--- src/msi_pkg.sv ---
// Purpose: shared constants for the module status indicator block
// Assumes: 125 MHz system clock
// Notes:   timing counts derive from the clock period
package msi_pkg;
    localparam int unsigned CLK_PERIOD_NS  = 8;
    localparam int unsigned TICK_MS        = 1;
    localparam int unsigned TICK_CYC       = (TICK_MS * 1000000) / CLK_PERIOD_NS;
    localparam int unsigned BLINK_ON_S     = 1;
    localparam int unsigned BLINK_OFF_S    = 2;
    localparam int unsigned MS_PER_S       = 1000;
    localparam logic [15:0] BLINK_ON_TK    = 16'(BLINK_ON_S * MS_PER_S / TICK_MS);
    localparam logic [15:0] BLINK_OFF_TK   = 16'(BLINK_OFF_S * MS_PER_S / TICK_MS);
    localparam logic [15:0] PS_ON_MIN_TK   = 16'h0001;
    localparam logic [15:0] PS_OFF_MIN_TK  = 16'h0001;
    localparam int unsigned TICK_W         = 17;

    typedef enum logic [4:0] {
        NS_OFF     = 5'h01,
        NS_SEARCH  = 5'h02,
        NS_IDLE    = 5'h04,
        NS_PSAVE   = 5'h08,
        NS_ACTIVE  = 5'h10
    } msi_net_t;

    localparam logic [1:0] NET_OFF        = 2'h0;
    localparam logic [1:0] NET_UNREG      = 2'h1;
    localparam logic [1:0] NET_REG        = 2'h2;
    localparam logic [1:0] NET_REG_PSAVE  = 2'h3;
endpackage

--- src/msi_tick.sv ---
// Purpose: fixed-rate tick from the module clock
// Assumes: one clock, async active-low reset
// Notes:   one-cycle pulse every PERIOD cycles, TICK_CYC by default
module msi_tick
    import msi_pkg::*;
#(
    parameter int unsigned PERIOD = TICK_CYC
)
(
    input  wire logic clk_i,
    input  wire logic rst_n_i,
    output logic      tick_o
);
    logic [TICK_W-1:0] cnt_ff;
    localparam logic [TICK_W-1:0] LAST = TICK_W'(PERIOD - 1);

    // free-running divider
    always_ff @(posedge clk_i or negedge rst_n_i)
    begin
        if (!rst_n_i)
        begin
            cnt_ff <= '0;
            tick_o <= 1'b0;
        end
        else
        begin
            tick_o <= (cnt_ff == LAST);
            if (cnt_ff == LAST)
                cnt_ff <= '0;
            else
                cnt_ff <= cnt_ff + TICK_W'(1);
        end
    end
endmodule

--- src/msi_top.sv ---
// Purpose: network status, software ready and thermal alert indicators
// Assumes: inputs synchronous to CLOCK_I, 125 MHz
// Notes:   network status pattern on the first general purpose pad while PAD1_GPIO_MODE_I is low
// Notes on behaviour
// - network indicator off when off, steady on unregistered, blinking when registered
// - registered idle without power saving blinks one second on, two off
// - power saving blink uses durations supplied by network conditions
// - first general purpose pad carries network indicator by default after reset
// - software ready held low until boot completes
// - software ready high once commands accepted; host waits for it
// - thermal alert output high when configured and threshold reached
module msi_top
    import msi_pkg::*;
#(
    parameter int unsigned TICK_PERIOD = TICK_CYC
)
(
    input  wire logic        CLOCK_I,
    input  wire logic        RESET_N_I,
    input  wire logic [1:0]  NET_STATE_I,
    input  wire logic [15:0] PS_ON_TICKS_I,
    input  wire logic [15:0] PS_OFF_TICKS_I,
    input  wire logic        PAD1_GPIO_MODE_I,
    input  wire logic        PAD1_GPIO_OUT_I,
    input  wire logic        PAD1_GPIO_OE_N_I,
    input  wire logic        BOOT_DONE_I,
    input  wire logic        THERMAL_ALERT_CMD_I,
    input  wire logic        TEMP_MAX_REACHED_I,
    output logic             NETWORK_STATUS_INDICATOR_O,
    output logic             PAD1_OUT_O,
    output logic             PAD1_OE_N_O,
    output logic             SOFTWARE_READY_INDICATOR_O,
    output logic             THERMAL_ALERT_O
);
    logic        tick;
    msi_net_t    state_ff;
    msi_net_t    nxt_state;
    logic [15:0] cnt_ff;
    logic        phase_on_ff;
    logic        led;
    logic [15:0] on_len;
    logic [15:0] off_len;
    logic        blinking;

    msi_tick #(.PERIOD(TICK_PERIOD)) msi_tick_inst
    (
        .clk_i   (CLOCK_I),
        .rst_n_i (RESET_N_I),
        .tick_o  (tick)
    );

    // mode decode
    always_comb
    begin
        case (NET_STATE_I)
            NET_OFF:       nxt_state = NS_OFF;
            NET_UNREG:     nxt_state = NS_SEARCH;
            NET_REG:       nxt_state = NS_IDLE;
            NET_REG_PSAVE: nxt_state = NS_PSAVE;
            default:       nxt_state = NS_OFF;
        endcase
    end

    always_ff @(posedge CLOCK_I or negedge RESET_N_I)
    begin
        if (!RESET_N_I)
            state_ff <= NS_OFF;
        else
            state_ff <= nxt_state;
    end

    // period selection, power saving lengths floored at one tick
    always_comb
    begin
        on_len  = BLINK_ON_TK;
        off_len = BLINK_OFF_TK;
        if (state_ff == NS_PSAVE)
        begin
            on_len  = (PS_ON_TICKS_I < PS_ON_MIN_TK) ? PS_ON_MIN_TK : PS_ON_TICKS_I;
            off_len = (PS_OFF_TICKS_I < PS_OFF_MIN_TK) ? PS_OFF_MIN_TK : PS_OFF_TICKS_I;
        end
    end

    assign blinking = (state_ff == NS_IDLE) || (state_ff == NS_PSAVE);

    // blink phase counter
    always_ff @(posedge CLOCK_I or negedge RESET_N_I)
    begin
        if (!RESET_N_I)
        begin
            cnt_ff      <= '0;
            phase_on_ff <= 1'b1;
        end
        else if (!blinking || (state_ff != nxt_state))
        begin
            cnt_ff      <= '0;
            phase_on_ff <= 1'b1;
        end
        else if (tick)
        begin
            if (phase_on_ff && (cnt_ff >= on_len - 16'h0001))
            begin
                cnt_ff      <= '0;
                phase_on_ff <= 1'b0;
            end
            else if (!phase_on_ff && (cnt_ff >= off_len - 16'h0001))
            begin
                cnt_ff      <= '0;
                phase_on_ff <= 1'b1;
            end
            else
                cnt_ff <= cnt_ff + 16'h0001;
        end
    end

    always_comb
    begin
        case (state_ff)
            NS_OFF:    led = 1'b0;
            NS_SEARCH: led = 1'b1;
            NS_IDLE:   led = phase_on_ff;
            NS_PSAVE:  led = phase_on_ff;
            default:   led = 1'b0;
        endcase
    end

    // outputs
    always_ff @(posedge CLOCK_I or negedge RESET_N_I)
    begin
        if (!RESET_N_I)
        begin
            NETWORK_STATUS_INDICATOR_O <= 1'b0;
            PAD1_OUT_O                 <= 1'b0;
            PAD1_OE_N_O                <= 1'b0;
        end
        else
        begin
            NETWORK_STATUS_INDICATOR_O <= led;
            PAD1_OUT_O  <= PAD1_GPIO_MODE_I ? PAD1_GPIO_OUT_I : led;
            PAD1_OE_N_O <= PAD1_GPIO_MODE_I ? PAD1_GPIO_OE_N_I : 1'b0;
        end
    end

    always_ff @(posedge CLOCK_I or negedge RESET_N_I)
    begin
        if (!RESET_N_I)
            SOFTWARE_READY_INDICATOR_O <= 1'b0;
        else
            SOFTWARE_READY_INDICATOR_O <= BOOT_DONE_I;
    end

    always_ff @(posedge CLOCK_I or negedge RESET_N_I)
    begin
        if (!RESET_N_I)
            THERMAL_ALERT_O <= 1'b0;
        else
            THERMAL_ALERT_O <= THERMAL_ALERT_CMD_I && TEMP_MAX_REACHED_I;
    end

    property p_off_dark;
        @(posedge CLOCK_I) disable iff (!RESET_N_I)
        (state_ff == NS_OFF) |=> !NETWORK_STATUS_INDICATOR_O;
    endproperty
    a_off_dark: assert property (p_off_dark) else $error("indicator lit while off");

    property p_unreg_on;
        @(posedge CLOCK_I) disable iff (!RESET_N_I)
        (state_ff == NS_SEARCH) |=> NETWORK_STATUS_INDICATOR_O;
    endproperty
    a_unreg_on: assert property (p_unreg_on) else $error("indicator dark while unregistered");

    property p_idle_on_len;
        @(posedge CLOCK_I) disable iff (!RESET_N_I)
        (state_ff == NS_IDLE && phase_on_ff && tick && cnt_ff == BLINK_ON_TK - 16'h0001
         && nxt_state == NS_IDLE) |=> !phase_on_ff;
    endproperty
    a_idle_on_len: assert property (p_idle_on_len) else $error("on phase length wrong");

    property p_idle_off_len;
        @(posedge CLOCK_I) disable iff (!RESET_N_I)
        (state_ff == NS_IDLE && !phase_on_ff && cnt_ff < BLINK_OFF_TK - 16'h0001
         && nxt_state == NS_IDLE) |=> !phase_on_ff;
    endproperty
    a_idle_off_len: assert property (p_idle_off_len) else $error("off phase ended early");

    property p_psave_blink;
        @(posedge CLOCK_I) disable iff (!RESET_N_I)
        (state_ff == NS_PSAVE) |=> (NETWORK_STATUS_INDICATOR_O == $past(phase_on_ff));
    endproperty
    a_psave_blink: assert property (p_psave_blink) else $error("power save blink wrong");

    property p_pad_default;
        @(posedge CLOCK_I) disable iff (!RESET_N_I)
        !PAD1_GPIO_MODE_I |=> (PAD1_OUT_O == NETWORK_STATUS_INDICATOR_O) && !PAD1_OE_N_O;
    endproperty
    a_pad_default: assert property (p_pad_default) else $error("pad not carrying indicator");

    property p_ready_low;
        @(posedge CLOCK_I) disable iff (!RESET_N_I)
        !BOOT_DONE_I |=> !SOFTWARE_READY_INDICATOR_O;
    endproperty
    a_ready_low: assert property (p_ready_low) else $error("ready before boot done");

    property p_ready_high;
        @(posedge CLOCK_I) disable iff (!RESET_N_I)
        $rose(BOOT_DONE_I) |=> SOFTWARE_READY_INDICATOR_O;
    endproperty
    a_ready_high: assert property (p_ready_high) else $error("ready not raised");

    property p_thermal;
        @(posedge CLOCK_I) disable iff (!RESET_N_I)
        (THERMAL_ALERT_CMD_I && TEMP_MAX_REACHED_I) |=> THERMAL_ALERT_O;
    endproperty
    a_thermal: assert property (p_thermal) else $error("thermal alert missing");

    property p_tick_gate;
        @(posedge CLOCK_I) disable iff (!RESET_N_I)
        (!tick && blinking && state_ff == nxt_state) |=> $stable(cnt_ff);
    endproperty
    a_tick_gate: assert property (p_tick_gate) else $error("count moved without tick");
endmodule

--- config.mk ---
export PLATFORM = sky130hd
export DESIGN_NAME = msi_top
export DESIGN_NICKNAME = d
export VERILOG_FILES = /design/src/msi_pkg.sv /design/src/msi_tick.sv /design/src/msi_top.sv
export SDC_FILE = /design/constraint.sdc
export NUM_CORES = 1
export LEC_CHECK = 0
export BUFFER_PORTS_ARGS = -buffer_cell sky130_fd_sc_hd__buf_2
export CAP_MARGIN = 20
export CELL_PAD_IN_SITES_DETAIL_PLACEMENT = 1
export CELL_PAD_IN_SITES_GLOBAL_PLACEMENT = 2
export CORE_MARGIN = 5
export CORE_UTILIZATION = 39
export CTS_BUF_LIST = sky130_fd_sc_hd__clkbuf_8 sky130_fd_sc_hd__clkbuf_16
export CTS_CLUSTER_SIZE = 20
export DETAILED_ROUTE_END_ITERATION = 8
export GPL_TIMING_DRIVEN = 0
export PLACE_DENSITY = 0.83
export REMOVE_ABC_BUFFERS = 1
export SLEW_MARGIN = 15
export SYNTH_ARGS = -nofsm -noshare
export SYNTH_HDL_FRONTEND = slang
export SYNTH_SLANG_ARGS = --single-unit
--- constraint.sdc ---
create_clock -name CLOCK_I -period 8.98 [get_ports CLOCK_I]
set_input_delay 0.449 -clock CLOCK_I [delete_from_list [all_inputs] [get_ports CLOCK_I]]
set_output_delay 0.449 -clock CLOCK_I [all_outputs]
set_load 0.05 [all_outputs]
==> impl_metrics.json, run 1 <==
{
  "numPortBuffers": 46,
  "ctsHoldBuffers": 0,
  "first_iter_violations": 106,
  "nets": 531,
  "worstSetupStartpointType": "flop",
  "gp_congestion": 0.788,
  "cp-end-kind": "flop",
  "relSlewSlack_pct": 52.1,
  "drtAntennaViolNets": 0,
  "r2r-start": "state_ff[0]",
  "status": "finished, final reports clean",
  "root_buffer": "clkbuf_8",
  "hp-class": "in2async",
  "path_cells": "nor4b_4, buf_6, o21ai_0, ha_1, nor2b_1, nand4_1, or3_1, nor3_1, xor2_1, nand2_1, ha_1, and4_1, and3_1, o311ai_1, and4_1, o31ai_4, nor2_1",
  "antenna_cells": 0,
  "die_area_mm2": 0.0111,
  "critPathLaunch": "state_ff[0]",
  "cts_max_level": 2,
  "yosysTopAreaCellShare_pct": 29.5,
  "required_ns": 9.15,
  "wl_per_cell_um": 17.1,
  "seq_area_frac_synth_pct": 31.0,
  "final_core_util_pct": 46.1,
  "grt_first_pass_wirelength_mm": 16.2,
  "tightest_slew_ns": 0.707,
  "final_hold_viol_count": 0,
  "regToRegEndpoint": "cnt_ff[15]",
  "synth_edf_count": 0,
  "fp.dieW_um": 106,
  "worstSetupEndpoint": "cnt_ff[15]",
  "worst-path-max-fanout": 18,
  "netlist.top_cell.by_area": "dfrtp_1",
  "insertion_delay_ns": 0.30,
  "rsz0062_at_grt": "no",
  "slowest_stage": "dfstp_2",
  "core-area_mm2": 0.00881,
  "num_io_pins": 47,
  "syn_area_mm2": 0.00356,
  "placedCellCount": 553,
  "critPathMaxStageDelay_ns": 0.61,
  "setup_violations": 0,
  "cellPowerDensity_mw_per_mm2": 105,
  "drv_slew": 0,
  "yosysMostFrequentCell": "nor2_1",
  "crit_arrival_ns": 4.76,
  "clk_pin_slew_ns": 0.09,
  "path_buf_inv": 1,
  "post-route-period-util_pct": 51.1,
  "start_util_pct": 40.4,
  "power.total_uw": 425,
  "clockBufferDepth": 2,
  "cts_tree": "yes",
  "seq_power_share_pct": 47.8,
  "grt_max_degree": 45,
  "skew_ns": 0.00328,
  "cts_buffers": 5,
  "cts_resized": 0,
  "dp_hpwl_mm": 7.56,
  "num_rows": 34,
  "netlist_top_cells_area": "dfrtp_1 30%, ha_1 13%, xor2_1 6.4%",
  "rrSetupSlack_ns": 4.39,
  "netSwitchingFraction_pct": 26.0,
  "synth-seq-cells": 44,
  "syn_inst": 404,
  "synthFlopType": "dfrtp_1",
  "post_cts_buffers": 0,
  "p_sw_uw": 110,
  "synth_common_cells": "50 x nor2_1, 42 x dfrtp_1, 41 x nand2_1",
  "remaining_drc_errors": 0,
  "cp.depth": 17,
  "drt_pre_antenna_iters": 4,
  "syn_area_per_cell_um2": 8.81,
  "worstSetupPathType": "reg2reg",
  "fin_cells": 562,
  "crit_family": "simple AND/OR/NAND/NOR gates",
  "dp_slack_ns": 4.14,
  "min_period_ns": 4.59,
  "vias_per_cell": 5.62,
  "synthArstFlopShare_pct": 100,
  "cts_sinks": 44,
  "drt-total-wl_mm": 9.61,
  "max_cap_violations": 0,
  "p_leak_nw": 1.80,
  "r2r_cells": 17,
  "grt-ovfl-total": 0,
  "finalSetupTns_ns": 0,
  "ys_warn_count": 0,
  "max_freq_ghz": 0.218,
  "vias": 3159,
  "pwr-share-comb_pct": 13.8,
  "track_usage_pct": 17.5,
  "drive_above_1_share_pct": 16.5,
  "dieHeight_um": 106,
  "antenna_found_initial": 0,
  "p_int_uw": 314,
  "ys_types": 57,
  "grt_pass1_vias": 3255,
  "worst_slack_ns": 4.39,
  "ir_drop_mv": 0.0791,
  "syn_to_final_growth_pct": 13.9,
  "power_frac_clock_pct": 38.4
}
## routing by layer
metal | wire [um] | GRT usage (%)
met5 | 0 | 0
met4 | 107 | 3.61
met3 | 429 | 2.87
met2 | 4420 | 28.1
met1 | 4650 | 25.0
## sequential cells by signal (all words and copies together) (netlist names)
register / cells
THERMAL_ALERT_O: 1
SOFTWARE_READY_INDICATOR_O: 1
msi_tick_inst.cnt_ff: 17
state_ff: 4
PAD1_OE_N_O: 1
msi_tick_inst.tick_o: 1
NETWORK_STATUS_INDICATOR_O: 1
cnt_ff: 16
phase_on_ff: 1
PAD1_OUT_O: 1
## kinds of logic after synthesis
logic type | after synthesis | synth area share, %
xor+xnor | 50 | 12.3
buf+inv | 11 | 1.37
flops | 44 | 31.0
compound gates | 55 | 11.0
simple gates | 208 | 31.7
fa+ha+maj | 36 | 12.6
## power groups by stage
stage,logic (mW),registers (mW),clock network (mW)
floorplan,0.0249,0.212,0
global placement,0.0557,0.207,0
detailed placement,0.0577,0.207,0
CTS,0.0582,0.203,0.168
global route,0.0658,0.203,0.177
finish,0.0586,0.203,0.163
## placed cells by master (no fill, tap or decap), types with 3 or more instances in the layout
| master | instances |
|---|---|
| and2_1 | 5 |
| xor2_1 | 26 |
| o21ai_0 | 9 |
| nor2_1 | 50 |
| and3_1 | 10 |
| buf_2 | 46 |
| nor4_1 | 9 |
| ha_1 | 36 |
| nand3b_1 | 4 |
| clkbuf_8 | 6 |
| a21o_1 | 4 |
| o21a_1 | 3 |
| nand4_1 | 10 |
| dfrtp_1 | 42 |
| nand2b_1 | 4 |
| nor2_2 | 3 |
| nand2_1 | 41 |
| inv_1 | 5 |
| nor3_1 | 16 |
| and4_1 | 4 |
| xnor2_1 | 24 |
| a21oi_1 | 14 |
| nand3_1 | 20 |
| o31ai_1 | 3 |
| nor3b_1 | 3 |
| nor2b_1 | 10 |
## worst min-delay path by stage
stage	cells past startpoint	endpoint
after CTS	1	SOFTWARE_READY_INDICATOR_O
after floorplan	0	NETWORK_STATUS_INDICATOR_O
after global routing	1	msi_tick_inst.cnt_ff[9]
final	1	msi_tick_inst.cnt_ff[12]
after global placement	1	msi_tick_inst.cnt_ff[0]
after detailed placement	1	msi_tick_inst.cnt_ff[0]
## area by class of cell
type | count | area (um^2)
well taps | 108 | 135
clock inverters | 2 | 38.8
multi-input cells | 349 | 2410
inverters | 5 | 18.8
flip-flops and latches | 44 | 1100
clock buffers | 6 | 82.6
repair buffers | 48 | 269
fillers | 1064 | 4750
## metrics by stage
step | hold slack [ns] | area, um^2
after floorplan | 0.153 | 3530
after global placement | 0.448 | 3900
after detailed placement | 0.454 | 3910
after CTS | 0.241 | 4030
after global routing | 0.162 | 4060
final | 0.124 | 4060
(Power assumes the default switching activity.)
==> run 2, diff against run 1 <==
Settings changed: CORE_UTILIZATION 39 to 32, PLACE_DENSITY 0.83 to 0.72.
Clock period 8.98 ns to 3.8 ns, I/O delays scaled along.
==> run 2 against run 1 <==
The run now ends with negative setup slack left. Via count increased by 4.2%. Global-route usage is 1.5 points lower. Clock-buffer cell count fell by 1. Worst setup slack worse by 4.4 ns. Total power increased by 140%. Sequential power rose by 140%. Core utilization fell by 4.7 points. Sequential cell count unchanged. Clock power increased by 130%. Register-to-register slack worse by 4.4 ns. Maximum frequency grew 19%. Wire length grew 7.8%. Largest cell class unchanged. Highest routed layer unchanged.
==> impl_metrics.json, run 2 (same netlist as run 1, synthesis figures left out) <==
{
  "drv_slew": 0,
  "drt-total-wl_mm": 10.4,
  "grt-ovfl-total": 0,
  "path_buf_inv": 2,
  "root_buffer": "clkbuf_8",
  "dp_hpwl_mm": 7.81,
  "p_leak_nw": 1.98,
  "syn_to_final_growth_pct": 26.4,
  "antenna_cells": 0,
  "grt_first_pass_wirelength_mm": 17.2,
  "start_util_pct": 32.7,
  "cts_max_level": 2,
  "placed_area_mm2": 0.00395,
  "whs_endpoint": "state_ff[0]",
  "crit_family": "simple AND/OR/NAND/NOR gates",
  "max_freq_ghz": 0.260,
  "slowest_stage": "dfstp_2",
  "cellPowerDensity_mw_per_mm2": 229,
  "remaining_drc_errors": 0,
  "grt_pass1_vias": 3524,
  "num_rows": 38,
  "relSlewSlack_pct": 57.5,
  "drive_above_1_share_pct": 26.3,
  "cp-end-kind": "flop",
  "cts_tree": "yes",
  "final_core_util_pct": 41.3,
  "fillers": 1285,
  "setup_violations": 11,
  "die_area_mm2": 0.0133,
  "num_io_pins": 47,
  "regArea_mm2": 0.00111,
  "grt_max_degree": 45,
  "track_usage_pct": 16.0,
  "min_period_ns": 3.85,
  "crit_top_cell": "and4_4",
  "clk_pin_slew_ns": 0.09,
  "required_ns": 4.00,
  "fp.dieW_um": 115,
  "clockBufferDepth": 2,
  "ir_drop_mv": 0.241,
  "max_cap_violations": 0,
  "drt_pre_antenna_iters": 4,
  "cts_buffers": 5,
  "critPathMaxStageDelay_ns": 0.58,
  "tightest_slew_ns": 0.634,
  "final_area_mm2": 0.00450,
  "final_cell_mix": "50 x nor2_1, 46 x buf_2, 40 x nand2_1, 39 x dfrtp_1, 34 x ha_1",
  "first_iter_violations": 84,
  "gp_congestion": 0.789,
  "dieHeight_um": 115,
  "antenna_found_initial": 0,
  "violations": "negative setup slack",
  "dp_slack_ns": -1.02,
  "skew_ns": 0.00649,
  "regToRegEndpoint": "cnt_ff[4]",
  "path_cells": "nor4b_4, o21ai_1, ha_2, nor2b_4, nand4_1, or3_4, nor3_2, xor2_1, nand2_1, ha_1, and4_4, and3_4, o311ai_4, and4_4, o31ai_4, buf_4, buf_12, nor2_1",
  "top_regs": "msi_tick_inst.cnt_ff: 17 flops, cnt_ff: 16 flops, state_ff: 4 flops",
  "r2r_cells": 18,
  "vias_per_cell": 5.32,
  "status": "complete, but fails checks",
  "drtAntennaViolNets": 0,
  "r2r-start": "state_ff[0]",
  "worst-path-max-fanout": 5,
  "post-route-period-util_pct": 101,
  "numPortBuffers": 46,
  "wl_per_cell_um": 16.7,
  "insertion_delay_ns": 0.30,
  "hp-class": "in2reg",
  "rrSetupSlack_ns": -0.05,
  "regMostFlops": "msi_tick_inst.cnt_ff",
  "largest_reg_flops": 17,
  "worstHoldStart": "NET_STATE_I[1]",
  "rsz0062_at_grt": "yes",
  "hold_depth": 2,
  "worstSetupStartpointType": "flop",
  "worst_slack_ns": -0.0490,
  "vias": 3292,
  "nets": 556,
  "worstSetupPathType": "reg2reg",
  "multi_input_area_mm2": 0.00258,
  "final_hold_viol_count": 0,
  "cts_sinks": 44,
  "final_common_cell": "nor2_1",
  "crit_arrival_ns": 4.05,
  "core-area_mm2": 0.0109
}
==> run 2: cell count changes in the layout (fill, tap and decap cells not counted), sizes merged <==
cell,previous run,this run
clkbuf,6,5
clkinv,1,2
dlygate4sd3,0,2
buf,48,71
==> run 2: worst max-delay path by stage <==
stage | cells after the start | endpoint | slack [ns] | start
floorplan | 16 | cnt_ff[5] | -0.14 | state_ff[1]
global placement | 16 | cnt_ff[8] | -1.36 | state_ff[1]
detailed placement | 18 | cnt_ff[4] | -1.02 | PS_ON_TICKS_I[12]
CTS | 16 | cnt_ff[5] | -0.08 | state_ff[0]
global route | 18 | cnt_ff[12] | -0.26 | state_ff[0]
finish | 18 | cnt_ff[4] | -0.05 | state_ff[0]
==> run 2: timing repair <==
action	in CTS	in global routing
pin swaps	16	1
setup buffers	19	4
hold buffers	1	1
setup endpoints to repair	17	17
hold endpoints to repair	1	18
gates cloned	1	0
resized for setup	38	6
==> run 2: metrics by stage <==
step | TNS, ns | std cells | hold slack [ns] | power [mW]
after global routing | -3.82 | 619 | 0.0509 | 1.08
after floorplan | -1.55 | 398 | -0.106 | 0.560
final | -0.461 | 619 | 0.0587 | 1.03
after CTS | -0.847 | 613 | 0.0514 | 1.04
after global placement | -21.68 | 584 | 0.300 | 0.623
after detailed placement | -15.19 | 585 | 0.301 | 0.627
==> run 2: metal layers <==
metal / track usage [%] / routed length (um) / up-vias
met2: 29.0 / 5260 / 48
met4: 2.74 / 73 / 0
li1: - / - / 1613
met1: 20.5 / 4680 / 1622
met3: 2.25 / 338 / 9
met5: 0 / 0 / -
==> run 2: report_power, final <==
| group | total, mW | internal [mW] | switching [mW] |
|---|---|---|---|
| combinational | 0.177 | 0.0762 | 0.101 |
| clock | 0.374 | 0.198 | 0.176 |
| sequential | 0.479 | 0.474 | 0.00416 |
| total | 1.03 | 0.749 | 0.281 |
==> run 2: cell type report <==
type / instances / area share, %
clock buffers: 5 / 1.53
clock inverters: 3 / 1.06
inverters: 5 / 0.417
multi-input cells: 349 / 57.3
flip-flops and latches: 44 / 24.6
well taps: 140 / 3.89
repair buffers: 73 / 11.2
